### config.mk
export PLATFORM = sky130hd
export DESIGN_NAME = pvc_capability_bank
export DESIGN_NICKNAME = d
export VERILOG_FILES = /design/src/design/pvc_eeprom_engine.v /design/src/design/pvc_capability_bank.v
export VERILOG_INCLUDE_DIRS = /design/src /design/src/design
export SDC_FILE = /design/constraint.sdc
export NUM_CORES = 1
export LEC_CHECK = 0
export BUFFER_PORTS_ARGS = -buffer_cell sky130_fd_sc_hd__buf_2
export CAP_MARGIN = 0
export CORE_MARGIN = 4
export CORE_UTILIZATION = 45
export CTS_CLUSTER_DIAMETER = 30
export DETAILED_ROUTE_END_ITERATION = 8
export SETUP_SLACK_MARGIN = 0.15
export SLEW_MARGIN = 20
export SYNTH_ARGS = -nofsm -noshare
export SYNTH_HDL_FRONTEND = slang
export SYNTH_SLANG_ARGS = --single-unit
export TNS_END_PERCENT = 100
### constraint.sdc
create_clock -name I_CORE_CLK -period 6.11 [get_ports I_CORE_CLK]
set_clock_uncertainty 0.2 [all_clocks]
set_input_delay 0.3055 -clock I_CORE_CLK [delete_from_list [all_inputs] [get_ports I_CORE_CLK]]
set_output_delay 0.3055 -clock I_CORE_CLK [all_outputs]
set_load 0.02 [all_outputs]
### src/design/pvc_defs.vh
// Offsets, field positions, constant values and timing for the capability bank
`ifndef PVC_DEFS_VH
`define PVC_DEFS_VH

`define PVC_CAP_PTR_OFS     8'h34
`define PVC_VPD_CAP_OFS     8'h44
`define PVC_VITAL_DATA_WORD_OFS    8'h48
`define PVC_PM_CAP_OFS      8'h4c
`define PVC_PM_CSR_OFS      8'h50

`define PVC_CAP_PTR_VAL     8'h44
`define PVC_VPD_CODE        8'h03
`define PVC_VPD_NEXT        8'h4c
`define PVC_PM_CODE         8'h01
`define PVC_PM_NEXT         8'h00
`define PVC_PM_CAP_HI       16'h0022

`define PVC_FLAG_BIT        31
`define PVC_PTR_LSB         16
`define PVC_PTR_W           8
`define PVC_STATE_D0        2'b00
`define PVC_STATE_D3HOT     2'b11

`define PVC_BIT_CLK_DIV     8'h7c
`define PVC_EE_DEV_WR       8'ha0
`define PVC_EE_DEV_RD       8'ha1
`define PVC_EE_WR_WAIT_NS   5000000
`define PVC_CLK_PERIOD_NS   10
`define PVC_EE_WR_WAIT_CYC  (`PVC_EE_WR_WAIT_NS / `PVC_CLK_PERIOD_NS)

`endif

### src/design/pvc_eeprom_engine.v
// Two-wire EEPROM engine moving at most one byte per call, start/stop framing
`timescale 1ns/100ps
`include "pvc_defs.vh"
module pvc_eeprom_engine (
    input  wire       i_clk,
    input  wire       i_nrst,
    input  wire       i_go,
    input  wire [1:0] i_kind,
    input  wire [7:0] i_tx,
    input  wire       i_ack_out,
    input  wire       i_sda_in,
    output reg        o_done,
    output reg  [7:0] o_rx,
    output reg        o_scl,
    output reg        o_sda_oe
);
    // kind: 0 start+byte, 1 byte, 2 read byte, 3 stop
    localparam IDLE = 2'd0;
    localparam RUN  = 2'd1;
    localparam FIN  = 2'd2;

    reg [1:0] state;
    reg [7:0] div;
    reg [5:0] phase;
    reg [1:0] kind;
    reg [8:0] shifter;
    wire      tick = (div == `PVC_BIT_CLK_DIV);
    wire      last = (kind == 2'd3) ? (phase == 6'd3) :
                     (kind == 2'd0) ? (phase == 6'd39) : (phase == 6'd35);

    always @(posedge i_clk) begin
        if (!i_nrst) begin
            state    <= IDLE;
            div      <= 8'h00;
            phase    <= 6'd0;
            kind     <= 2'd0;
            shifter  <= 9'h000;
            o_done   <= 1'b0;
            o_rx     <= 8'h00;
            o_scl    <= 1'b1;
            o_sda_oe <= 1'b0;
        end else begin
            o_done <= 1'b0;
            div    <= tick ? 8'h00 : div + 8'h01;
            case (state)
            IDLE: begin
                if (i_go) begin
                    state   <= RUN;
                    kind    <= i_kind;
                    phase   <= 6'd0;
                    div     <= 8'h00;
                    shifter <= (i_kind == 2'd2) ? {8'hff, ~i_ack_out}
                                                : {i_tx, 1'b1};
                end
            end
            RUN: begin
                if (tick) begin
                    phase <= phase + 6'd1;
                    if (kind == 2'd3) begin
                        // Stop: data low, clock high, then data released
                        o_sda_oe <= (phase < 6'd2);
                        o_scl    <= (phase != 6'd0);
                    end else if (kind == 2'd0 && phase < 6'd4) begin
                        // Start: release both, then pull data low
                        o_scl    <= (phase < 6'd3);
                        o_sda_oe <= (phase >= 6'd2);
                    end else begin
                        // Four ticks per bit; data moves while clock low
                        case (phase[1:0])
                        2'd0: begin
                            o_scl    <= 1'b0;
                            o_sda_oe <= ~shifter[8];
                        end
                        2'd1: o_scl <= 1'b1;
                        2'd2: begin
                            // Ack slot of a read byte is not data
                            if (kind != 2'd2 || phase[5:2] != 4'd8)
                                o_rx <= {o_rx[6:0], i_sda_in};
                            shifter <= {shifter[7:0], 1'b1};
                        end
                        default: o_scl <= 1'b0;
                        endcase
                    end
                    if (last) state <= FIN;
                end
            end
            default: begin
                o_done <= 1'b1;
                state  <= IDLE;
            end
            endcase
        end
    end
endmodule

### src/design/pvc_capability_bank.v
// Configuration capability bank: vital data and power management
//
// Notes on behaviour
// - Read of four bytes done sets flag
// - Write of four bytes done clears flag
// - Byte pointer bits 30:16, low eight kept
// - Vital header code 03, next 4c
// - Four bytes, low byte at pointer
// - Wake source support reads zero
// - D1 and D2 support read zero
// - Init sequence needed reads one
// - Wake clock needed reads zero
// - Spec revision reads 010
// - Power code 01, next link 00
// - Power state reports and accepts D0/D3hot
// - Writes of D1 or D2 ignored
// - Report value, scale, selector read zero
// - Wake status and enable read zero
// - Bridge extension reads zero
// - Capabilities pointer reads 44
`timescale 1ns/100ps
`include "pvc_defs.vh"
module pvc_capability_bank (
    input  wire        I_CORE_CLK,
    input  wire        I_NRST,
    input  wire        I_CFG_WR,
    input  wire        I_CFG_RD,
    input  wire [7:0]  I_CFG_ADDR,
    input  wire [3:0]  I_CFG_BE,
    input  wire [31:0] I_CFG_WDATA,
    input  wire        I_EE_SDA_IN,
    output reg  [31:0] O_CFG_RDATA,
    output reg         O_CFG_RVALID,
    output reg         O_EE_SCL,
    output reg         O_EE_SDA_OUT,
    output reg         O_EE_SDA_OE,
    output reg  [1:0]  O_POWER_STATE,
    output reg         O_VPD_BUSY
);
    localparam S_IDLE  = 3'd0;
    localparam S_ADDR  = 3'd1;
    localparam S_RDSA  = 3'd2;
    localparam S_XFER  = 3'd3;
    localparam S_STOP  = 3'd4;
    localparam S_WAIT  = 3'd5;
    localparam S_DONE  = 3'd6;

    reg         vpd_transfer_flag;
    reg [7:0]   vpd_byte_pointer;
    reg [31:0]  vital_data_word;
    reg [1:0]   power_state_field;
    reg [2:0]   state;
    reg         is_write;
    reg [1:0]   byte_idx;
    reg         data_phase;
    reg         eng_go;
    reg [1:0]   eng_kind;
    reg [7:0]   eng_tx;
    reg         eng_ack;
    reg [22:0]  wait_cnt;
    reg [31:0]  next_rdata;
    wire        eng_done;
    wire [7:0]  eng_rx;
    wire        eng_scl;
    wire        eng_oe;
    wire        busy = (state != S_IDLE);
    wire        wr_vcap = I_CFG_WR && I_CFG_ADDR == `PVC_VPD_CAP_OFS;
    wire        wr_vdat = I_CFG_WR && I_CFG_ADDR == `PVC_VITAL_DATA_WORD_OFS;
    wire        wr_pcsr = I_CFG_WR && I_CFG_ADDR == `PVC_PM_CSR_OFS;
    wire        start_req = wr_vcap && I_CFG_BE[3] && !busy;

    pvc_eeprom_engine u_engine (
        .i_clk     (I_CORE_CLK),
        .i_nrst    (I_NRST),
        .i_go      (eng_go),
        .i_kind    (eng_kind),
        .i_tx      (eng_tx),
        .i_ack_out (eng_ack),
        .i_sda_in  (I_EE_SDA_IN),
        .o_done    (eng_done),
        .o_rx      (eng_rx),
        .o_scl     (eng_scl),
        .o_sda_oe  (eng_oe)
    );

    // Read mux: constant fields are wired, reserved bits fall out as zero
    always @* begin
        next_rdata = 32'h0000_0000;
        if (I_CFG_ADDR == `PVC_CAP_PTR_OFS) begin
            next_rdata = {24'h000000, `PVC_CAP_PTR_VAL};
        end else if (I_CFG_ADDR == `PVC_VPD_CAP_OFS) begin
            next_rdata = {vpd_transfer_flag, 7'h00, vpd_byte_pointer,
                          `PVC_VPD_NEXT, `PVC_VPD_CODE};
        end else if (I_CFG_ADDR == `PVC_VITAL_DATA_WORD_OFS) begin
            next_rdata = vital_data_word;
        end else if (I_CFG_ADDR == `PVC_PM_CAP_OFS) begin
            // Upper half: no wake, no D1/D2, init needed, rev 010
            next_rdata = {`PVC_PM_CAP_HI, `PVC_PM_NEXT,
                          `PVC_PM_CODE};
        end else if (I_CFG_ADDR == `PVC_PM_CSR_OFS) begin
            next_rdata = {30'h0000_0000,
                          power_state_field};
        end
    end

    always @(posedge I_CORE_CLK) begin
        if (!I_NRST) begin
            O_CFG_RDATA   <= 32'h0000_0000;
            O_CFG_RVALID  <= 1'b0;
            O_EE_SCL      <= 1'b1;
            O_EE_SDA_OUT  <= 1'b0;
            O_EE_SDA_OE   <= 1'b0;
            O_POWER_STATE <= `PVC_STATE_D0;
            O_VPD_BUSY    <= 1'b0;
        end else begin
            O_CFG_RVALID  <= I_CFG_RD;
            if (I_CFG_RD) O_CFG_RDATA <= next_rdata;
            O_EE_SCL      <= eng_scl;
            O_EE_SDA_OUT  <= 1'b0;
            O_EE_SDA_OE   <= eng_oe;
            O_POWER_STATE <= power_state_field;
            // Busy shows on the cycle after the starting write
            O_VPD_BUSY    <= busy || start_req;
        end
    end

    // Power state: only D0 and D3hot codes are accepted
    always @(posedge I_CORE_CLK) begin
        if (!I_NRST) begin
            power_state_field <= `PVC_STATE_D0;
        end else if (wr_pcsr && I_CFG_BE[0]) begin
            if (I_CFG_WDATA[1:0] == `PVC_STATE_D0 ||
                I_CFG_WDATA[1:0] == `PVC_STATE_D3HOT) begin
                power_state_field <= I_CFG_WDATA[1:0];
            end
        end
    end

    // Vital data sequencer; a write while busy is dropped (software polls)
    always @(posedge I_CORE_CLK) begin
        if (!I_NRST) begin
            vpd_transfer_flag <= 1'b0;
            vpd_byte_pointer  <= 8'h00;
            vital_data_word          <= 32'h0000_0000;
            state             <= S_IDLE;
            is_write          <= 1'b0;
            byte_idx          <= 2'd0;
            data_phase        <= 1'b0;
            eng_go            <= 1'b0;
            eng_kind          <= 2'd0;
            eng_tx            <= 8'h00;
            eng_ack           <= 1'b0;
            wait_cnt          <= 23'd0;
        end else begin
            eng_go <= 1'b0;
            if (wr_vdat && !busy) begin
                if (I_CFG_BE[0]) vital_data_word[7:0]   <= I_CFG_WDATA[7:0];
                if (I_CFG_BE[1]) vital_data_word[15:8]  <= I_CFG_WDATA[15:8];
                if (I_CFG_BE[2]) vital_data_word[23:16] <= I_CFG_WDATA[23:16];
                if (I_CFG_BE[3]) vital_data_word[31:24] <= I_CFG_WDATA[31:24];
            end
            case (state)
            S_IDLE: begin
                // Upper lanes carry the start; only lane 2 pointer kept
                if (wr_vcap && I_CFG_BE[3]) begin
                    if (I_CFG_BE[2])
                        vpd_byte_pointer <= I_CFG_WDATA[23:16];
                    vpd_transfer_flag <= I_CFG_WDATA[`PVC_FLAG_BIT];
                    is_write <= I_CFG_WDATA[`PVC_FLAG_BIT];
                    byte_idx <= 2'd0;
                    data_phase <= 1'b0;
                    eng_go   <= 1'b1;
                    eng_kind <= 2'd0;
                    eng_tx   <= `PVC_EE_DEV_WR;
                    state    <= S_ADDR;
                end
            end
            S_ADDR: begin
                if (eng_done) begin
                    eng_go   <= 1'b1;
                    eng_kind <= 2'd1;
                    eng_tx   <= vpd_byte_pointer;
                    state    <= is_write ? S_XFER : S_RDSA;
                end
            end
            S_RDSA: begin
                if (eng_done) begin
                    eng_go   <= 1'b1;
                    eng_kind <= 2'd0;
                    eng_tx   <= `PVC_EE_DEV_RD;
                    state    <= S_XFER;
                end
            end
            S_XFER: begin
                // Each completion starts the next of four data bytes; the one after the fourth starts the stop
                // A flag, not the byte value, tells address from data
                if (eng_done) begin
                    if (!is_write && eng_kind == 2'd2) begin
                        vital_data_word[byte_idx*8 +: 8] <= eng_rx;
                    end
                    if (data_phase && byte_idx == 2'd3) begin
                        eng_go   <= 1'b1;
                        eng_kind <= 2'd3;
                        state    <= S_STOP;
                    end else begin
                        if (data_phase)
                            byte_idx <= byte_idx + 2'd1;
                        data_phase <= 1'b1;
                        eng_go   <= 1'b1;
                        eng_kind <= is_write ? 2'd1 : 2'd2;
                        eng_tx   <= vital_data_word[(data_phase ?
                                     byte_idx + 2'd1 : 2'd0)*8 +: 8];
                        // Last read byte is not acknowledged
                        eng_ack  <= data_phase ?
                                    (byte_idx != 2'd2) : 1'b1;
                    end
                end
            end
            S_STOP: begin
                if (eng_done) begin
                    wait_cnt <= 23'd0;
                    state    <= is_write ? S_WAIT : S_DONE;
                end
            end
            S_WAIT: begin
                // Hold off completion for the EEPROM internal write cycle
                wait_cnt <= wait_cnt + 23'd1;
                if (wait_cnt == `PVC_EE_WR_WAIT_CYC - 1) state <= S_DONE;
            end
            default: begin
                vpd_transfer_flag <= ~is_write;
                state             <= S_IDLE;
            end
            endcase
        end
    end
endmodule

==> flow_summary_export.csv, run 1 <==
group,metric,value,unit
logic_synthesis,async_flop_share,0,
placed_design,port_buffers,86,
cells_and_area,finalCoreUtilization,0.550,
global_routing,grt_pass1_vias,6489,
drt,routedWlPerCell,17.6,um
sta,fin_tns_setup,0,ns
floorplanning,start_util,0.464,
cts,cts.sinks,161,
worst_setup_path,path_class,"flip-flop to flip-flop",
worst_setup_path,worst-endpoint-arrival,3.06,ns
global_routing,grt_pass1_wl,34.4,mm
sta,hold_ws,0.0233,ns
worst_hold_path,min_to,"vital_data_word[1]",
worst_setup_path,slowest_stage,"ha_1",
job,maxCapViolCount,0,
pwr,p_int,1760,uW
pwr,power_frac_clock,0.466,
drt,firstDrtPassIters,5,
global_routing,grt_overflow,0,
pwr,ir_drop,0.204,mV
sta,min_period,2.92,ns
floorplanning,rows,47,
logic_synthesis,synthCells,909,
cells_and_area,nNetsFinal,1058,
sta,finalHoldViolCount,0,
worst_setup_path,cp-end-kind,"flip-flop",
sta,rsz0062_at_grt,"no",
logic_synthesis,yosys.area_share.simple,0.231,
worst_setup_path,start_kind,"flip-flop",
worst_hold_path,worst_hold_startpoint,"I_CFG_WDATA[1]",
worst_setup_path,crit_chain,"inv_1 > ha_1 > o21ai_1 > a22oi_1 > o22ai_1 > a311oi_1",
drt,drc,0,
logic_synthesis,synth_top_cell_by_area,"dfxtp_1",
placed_design,dpl.cell_count,1169,
worst_hold_path,hp-class,"primary input to flip-flop",
pwr,p_leak,0.00361,uW
sta,report.final.slew_viol_count,0,
logic_synthesis,ys_top_cells_by_count,"dfxtp_1, nor2_1, nand2_1, a21oi_1, o21ai_0",
worst_setup_path,cp_slowest_stage_delay,0.72,ns
cts,clk_pin_slew,0.06,ns
logic_synthesis,syn_nets,970,
global_routing,grt.total_usage,0.218,
logic_synthesis,synth_top_family_by_area,"simple AND/OR/NAND/NOR gates",
sta,setup_viol,0,
worst_hold_path,hold_depth,3,
drt,vias_per_cell,5.70,
drt,drt-total-wl,21.7,mm
cts,cts-htree-levels,4,
floorplanning,fp.dieArea,0.0195,sq mm
global_routing,antenna_found_initial,0,
floorplanning,die_w,140,um
placed_design,place_hpwl,15.1,mm
logic_synthesis,yosysSeqAreaShare,0.414,
cts,cts_tree,"built",
logic_synthesis,synth_cell_types,69,
worst_setup_path,r2r_end,"eng_tx[5]",
cts,cts_buffers,17,
logic_synthesis,yosys.area_share.adder,0.0193,
floorplanning,core,0.0168,sq mm
pwr,combinationalPowerShare,0.075,
worst_setup_path,rr_startpoint,"byte_idx[0]",
sta,slew_headroom,0.298,
worst_setup_path,critPathBufInv,1,
cells_and_area,stdcell_count,1230,
logic_synthesis,ys_seq_elements,161,
sta,timing.fmax,342,MHz
cells_and_area,syn2layout_area_growth,18.5,%
pwr,power,2360,uW
logic_synthesis,yosys-top-cells-area,"dfxtp_1, mux2i_1, a21oi_1",
status,outcome,"complete, no violations",
logic_synthesis,synth-compound-area-share,0.178,
cells_and_area,layout-drive-gt1-share,0.151,
worst_setup_path,cp.required,6.25,ns
cts,cts_max_path_buffers,2,
logic_synthesis,synth_flop_cell,"dfxtp_1",
floorplanning,die_h,140,um
sta,max_slew.worst_pin.slew,1.05,ns
pwr,pwr-share-seq,0.459,
cells_and_area,diodes,0,
worst_setup_path,r2r_setup_slack,3.19,ns
cts,insertion_delay,0.43,ns
logic_synthesis,avgSynthCellArea,8.56,sq um
worst_setup_path,reg2regPathDepth,6,
drt,num_vias,7007,
sta,fin_crit_sh,0.478,
logic_synthesis,synth_top_area_frac,0.414,
logic_synthesis,synth_warnings,0,
drt,drtAntennaViolNets,0,
pwr,power_switching,606,uW
logic_synthesis,synth_edf_count,0,
cts,root_buffer,"clkbuf_16",
drt,first_iter_violations,459,
pwr,p_per_area,256,mW/mm^2
floorplanning,boundaryPins,88,
cts,ctsResizeCount,0,
global_routing,grt_max_degree,59,
pwr,swShare,0.257,
worst_setup_path,path_delay_family,"compound AO/OA/AOI/OAI gates",
logic_synthesis,yosys.area_share.xor_xnor,0.0135,
logic_synthesis,synthMuxAreaShare,0.100,
placed_design,gp_congestion,0.898,
logic_synthesis,syn_area,0.00778,sq mm
logic_synthesis,yosysMostFrequentCell,"dfxtp_1",
worst_setup_path,path_max_fanout,16,
[registers in the layout (all words and copies together), names as in the netlist, 8 cells and up]
name / cells
u_engine.o_rx: 8
O_CFG_RDATA: 32
u_engine.shifter: 9
vpd_byte_pointer: 8
u_engine.div: 8
eng_tx: 8
wait_cnt: 23
vital_data_word: 32
[what timing repair did]
action	in CTS	in global routing
hold endpoints to repair	30	0
hold buffers	29	0
setup buffers	0	0
[worst register-to-register path, cell delays in order (launching register included)]
cell and delay (ns):
dfxtp_1 0.69, inv_1 0.25, ha_1 0.72, o21ai_1 0.30
a22oi_1 0.32, o22ai_1 0.10, a311oi_1 0.27
[stage by stage]
| stage | setup WS [ns] | cell area, sq um |
|---|---|---|
| 2_1_floorplan | 3.72 | 7780 |
| 3_3_place_gp | 3.28 | 8330 |
| 3_5_place_dp | 3.23 | 8330 |
| 4_1_cts | 3.20 | 9230 |
| 5_1_grt | 2.90 | 9230 |
| 6_report | 3.19 | 9230 |
[area by class of cell]
| type | count | area [sq um] |
|---|---|---|
| clock inverter | 14 | 168 |
| inverter | 34 | 128 |
| fill | 1602 | 7530 |
| timing repair buffer | 121 | 766 |
| sequential | 161 | 3220 |
| clock buffer | 18 | 439 |
| tap | 220 | 275 |
| multi-input combinational | 662 | 4230 |
[routing by layer]
metal / track usage / wire length (um) / vias up
met4: 0.0479 / 145 / 0
met1: 0.316 / 10500 / 3331
li1: - / - / 3463
met3: 0.0518 / 1420 / 15
met5: 0 / 0 / -
met2: 0.329 / 9620 / 198
[cells in the final DEF, fill, tap and decap left out, types with 12 or more instances in the layout]
cell	count
nand2b_1	32
nor3_1	14
o22ai_1	15
mux2_2	14
nand3_1	52
nand2_1	70
buf_2	86
o21ai_0	55
a21oi_1	65
nor2_1	79
mux2i_1	53
clkbuf_16	17
ha_1	12
and2_1	16
inv_1	33
dlygate4sd3_1	29
dfxtp_1	161
[worst max-delay path by stage]
stage | startpoint | endpoint | slack (ns) | cells past startpoint
3_3_place_gp | I_NRST | eng_tx[4] | 3.28 | 6
6_report | byte_idx[0] | eng_tx[5] | 3.19 | 6
5_1_grt | state[2] | wait_cnt[18] | 2.90 | 5
4_1_cts | state[2] | wait_cnt[18] | 3.20 | 5
3_5_place_dp | state[2] | wait_cnt[18] | 3.23 | 5
2_1_floorplan | byte_idx[0] | eng_tx[3] | 3.72 | 9
[cells by family (layout without fill, tap and decap cells)]
group	count (synthesis)	in the layout
buffers and inverters	86	187
DFF	161	161
other	1	1
muxes	75	75
xor gates and xnor gates	12	12
adders and majority gates	12	12
and+or+nand+nor	343	343
AOI/OAI and AO/OA	219	219
[power by group through the flow]
| stage | sequential (uW) | combinational [uW] | clock (uW) |
|---|---|---|---|
| global placement | 1110 | 161 | 0 |
| detailed placement | 1110 | 159 | 0 |
| CTS | 1090 | 173 | 1120 |
| floorplan | 1100 | 112 | 0 |
| finish | 1080 | 176 | 1100 |
| global route | 1090 | 191 | 1170 |
No activity file was read; power rests on OpenSTA's default activity.
==> inputs of run 2 (changes only) <==
--- a/config.mk
+++ b/config.mk
@@ -12,6 +12,7 @@
 export CORE_UTILIZATION = 45
 export CTS_CLUSTER_DIAMETER = 30
 export DETAILED_ROUTE_END_ITERATION = 8
+export PLACE_DENSITY = 0.66
 export SETUP_SLACK_MARGIN = 0.15
 export SLEW_MARGIN = 20
 export SYNTH_ARGS = -nofsm -noshare
==> constraint.sdc (replaced) <==
create_clock -name I_CORE_CLK -period 2.5 [get_ports I_CORE_CLK]
set_clock_uncertainty 0.2 [all_clocks]
set_input_delay 0.125 -clock I_CORE_CLK [delete_from_list [all_inputs] [get_ports I_CORE_CLK]]
set_output_delay 0.125 -clock I_CORE_CLK [all_outputs]
set_load 0.02 [all_outputs]
==> run 2 against run 1 <==
Clock-buffer cell count decreased by 1. Highest routed layer unchanged. Largest power group unchanged. Global-route usage increased by 0.34 points. Worst hold slack improved by 0.031 ns. Register-to-register slack got worse by 2.9 ns. Core utilization increased by 2.7 points.
==> flow_summary_export.csv, run 2 (synthesis gave the netlist of run 1 again) <==
group,metric,value,unit
sta,finalHoldViolCount,0,
sta,timing.fmax,434,MHz
placed_design,port_buffers,86,
floorplanning,boundaryPins,88,
cells_and_area,final_common_cell,"dfxtp_1",
worst_setup_path,start_kind,"primary input",
pwr,p_leak,0.00384,uW
placed_design,place_hpwl,15.3,mm
global_routing,grt_max_degree,55,
sta,setup_viol,0,
worst_setup_path,slowest_stage,"dlygate4sd3_1",
sta,slew_headroom,0.591,
cells_and_area,diodes,0,
sta,hold_ws,0.0547,ns
cells_and_area,fillers,1514,
cells_and_area,reg_top3,"O_CFG_RDATA: 32 flops, vital_data_word: 32 flops, wait_cnt: 23 flops",
sta,fin_crit_sh,0.922,
drt,vias_per_cell,5.68,
cts,cts_setup_buffers,0,
sta,report.final.slew_viol_count,0,
cells_and_area,syn2layout_area_growth,24.2,%
drt,routedWlPerCell,17.3,um
drt,drc,0,
cts,cts_buffers,17,
global_routing,grt_overflow,0,
cts,cts-htree-levels,4,
worst_setup_path,cp-end-kind,"flip-flop",
cts,insertion_delay,0.42,ns
sta,rsz0062_at_grt,"no",
pwr,ir_drop,0.608,mV
drt,first_iter_violations,548,
sta,min_period,2.31,ns
sta,fin_tns_setup,0,ns
cells_and_area,nNetsFinal,1099,
drt,num_vias,7214,
drt,drt-total-wl,22.0,mm
global_routing,grt_pass1_wl,35.3,mm
global_routing,antenna_found_initial,0,
floorplanning,die_w,140,um
worst_setup_path,path_class,"primary input to flip-flop",
sta,max_slew.worst_pin.slew,0.611,ns
placed_design,gp_congestion,0.921,
cells_and_area,layout-drive-gt1-share,0.178,
global_routing,grt_pass1_vias,6822,
floorplanning,fp.dieArea,0.0195,sq mm
cts,cts_tree,"built",
job,maxCapViolCount,0,
floorplanning,core,0.0168,sq mm
cells_and_area,layout_common_cells,"dfxtp_1, buf_2, nor2_1",
worst_setup_path,cp_slowest_stage_delay,0.61,ns
floorplanning,start_util,0.464,
cts,clk_pin_slew,0.07,ns
cts,cts_max_path_buffers,2,
drt,drtAntennaViolNets,0,
status,outcome,"complete, no violations",
cts,cts.sinks,161,
worst_hold_path,hp-class,"primary input to flip-flop",
drt,firstDrtPassIters,6,
worst_setup_path,worst-endpoint-arrival,2.40,ns
worst_setup_path,crit_chain,"buf_2 > or3b_4 > or3_1 > or4_1 > dlygate4sd3_1 > mux2i_1 > nor2_1",
floorplanning,rows,47,
floorplanning,die_h,140,um
worst_setup_path,cp.required,2.60,ns
worst_setup_path,path_max_fanout,5,
pwr,power,5980,uW
cts,root_buffer,"clkbuf_16",
global_routing,grt.total_usage,0.221,
pwr,p_per_area,619,mW/mm^2
## run 2: metrics by stage
stage / setup WS (ns) / instances / area [sq um] / util
6_report: 0.195 / 1271 / 9670 / 0.577
5_1_grt: 0.171 / 1271 / 9670 / 0.577
4_1_cts: 0.191 / 1271 / 9620 / 0.574
3_5_place_dp: 0.173 / 1195 / 8540 / 0.509
3_3_place_gp: 0.230 / 1195 / 8540 / 0.509
2_1_floorplan: 0.203 / 909 / 7780 / -
## run 2: what timing repair did
| action | in CTS | in global routing |
|---|---|---|
| endpoints found under the setup margin | 1 | 33 |
| endpoints found under the hold margin | 61 | 0 |
| gates resized for setup | 1 | 11 |
| hold buffers | 44 | 0 |
| pin swaps | 0 | 1 |
## run 2: layout make-up
cell class              instances  area (sq um)  area share
clock buffers                  17           425      0.0440
clock inverters                15           216      0.0224
inverters                      34           128      0.0132
multi-input cells             662          4270       0.442
flip-flops and latches        161          3220       0.333
well taps                     220           275      0.0285
repair buffers                162          1130       0.117
## run 2: path summary, 6_finish.rpt
check / end / start / cells after the start / slack [ns]
worst min register to register: u_engine.shifter[0] / u_engine.shifter[0] / 2 / 0.25
worst max-delay path: power_state_field[0] / I_CFG_ADDR[5] / 7 / 0.19
worst max register to register: vital_data_word[23] / state[0] / 5 / 0.28
worst min-delay path: O_CFG_RDATA[21] / I_CFG_ADDR[2] / 5 / 0.05
## run 2: worst max-delay path, delay by kind of cell
kind                   cells  cell delay [ns]
multiplexers               1             0.15
AND/OR/NAND/NOR            4             1.41
buffers and inverters      2             0.72
## run 2: power by group
part           switching (uW)  internal [uW]
Combinational             295            205
Sequential               39.5           2600
Clock                    1140           1710
Total                    1470           4510
## run 2: per-layer routing
layer  track usage  vias to the layer above  wire length (um)
li1              -                     3551                 -
met1         0.314                     3448             10500
met2         0.341                      186             10000
met3        0.0484                       29              1160
met4        0.0597                        0               337
met5             0                        -                 0
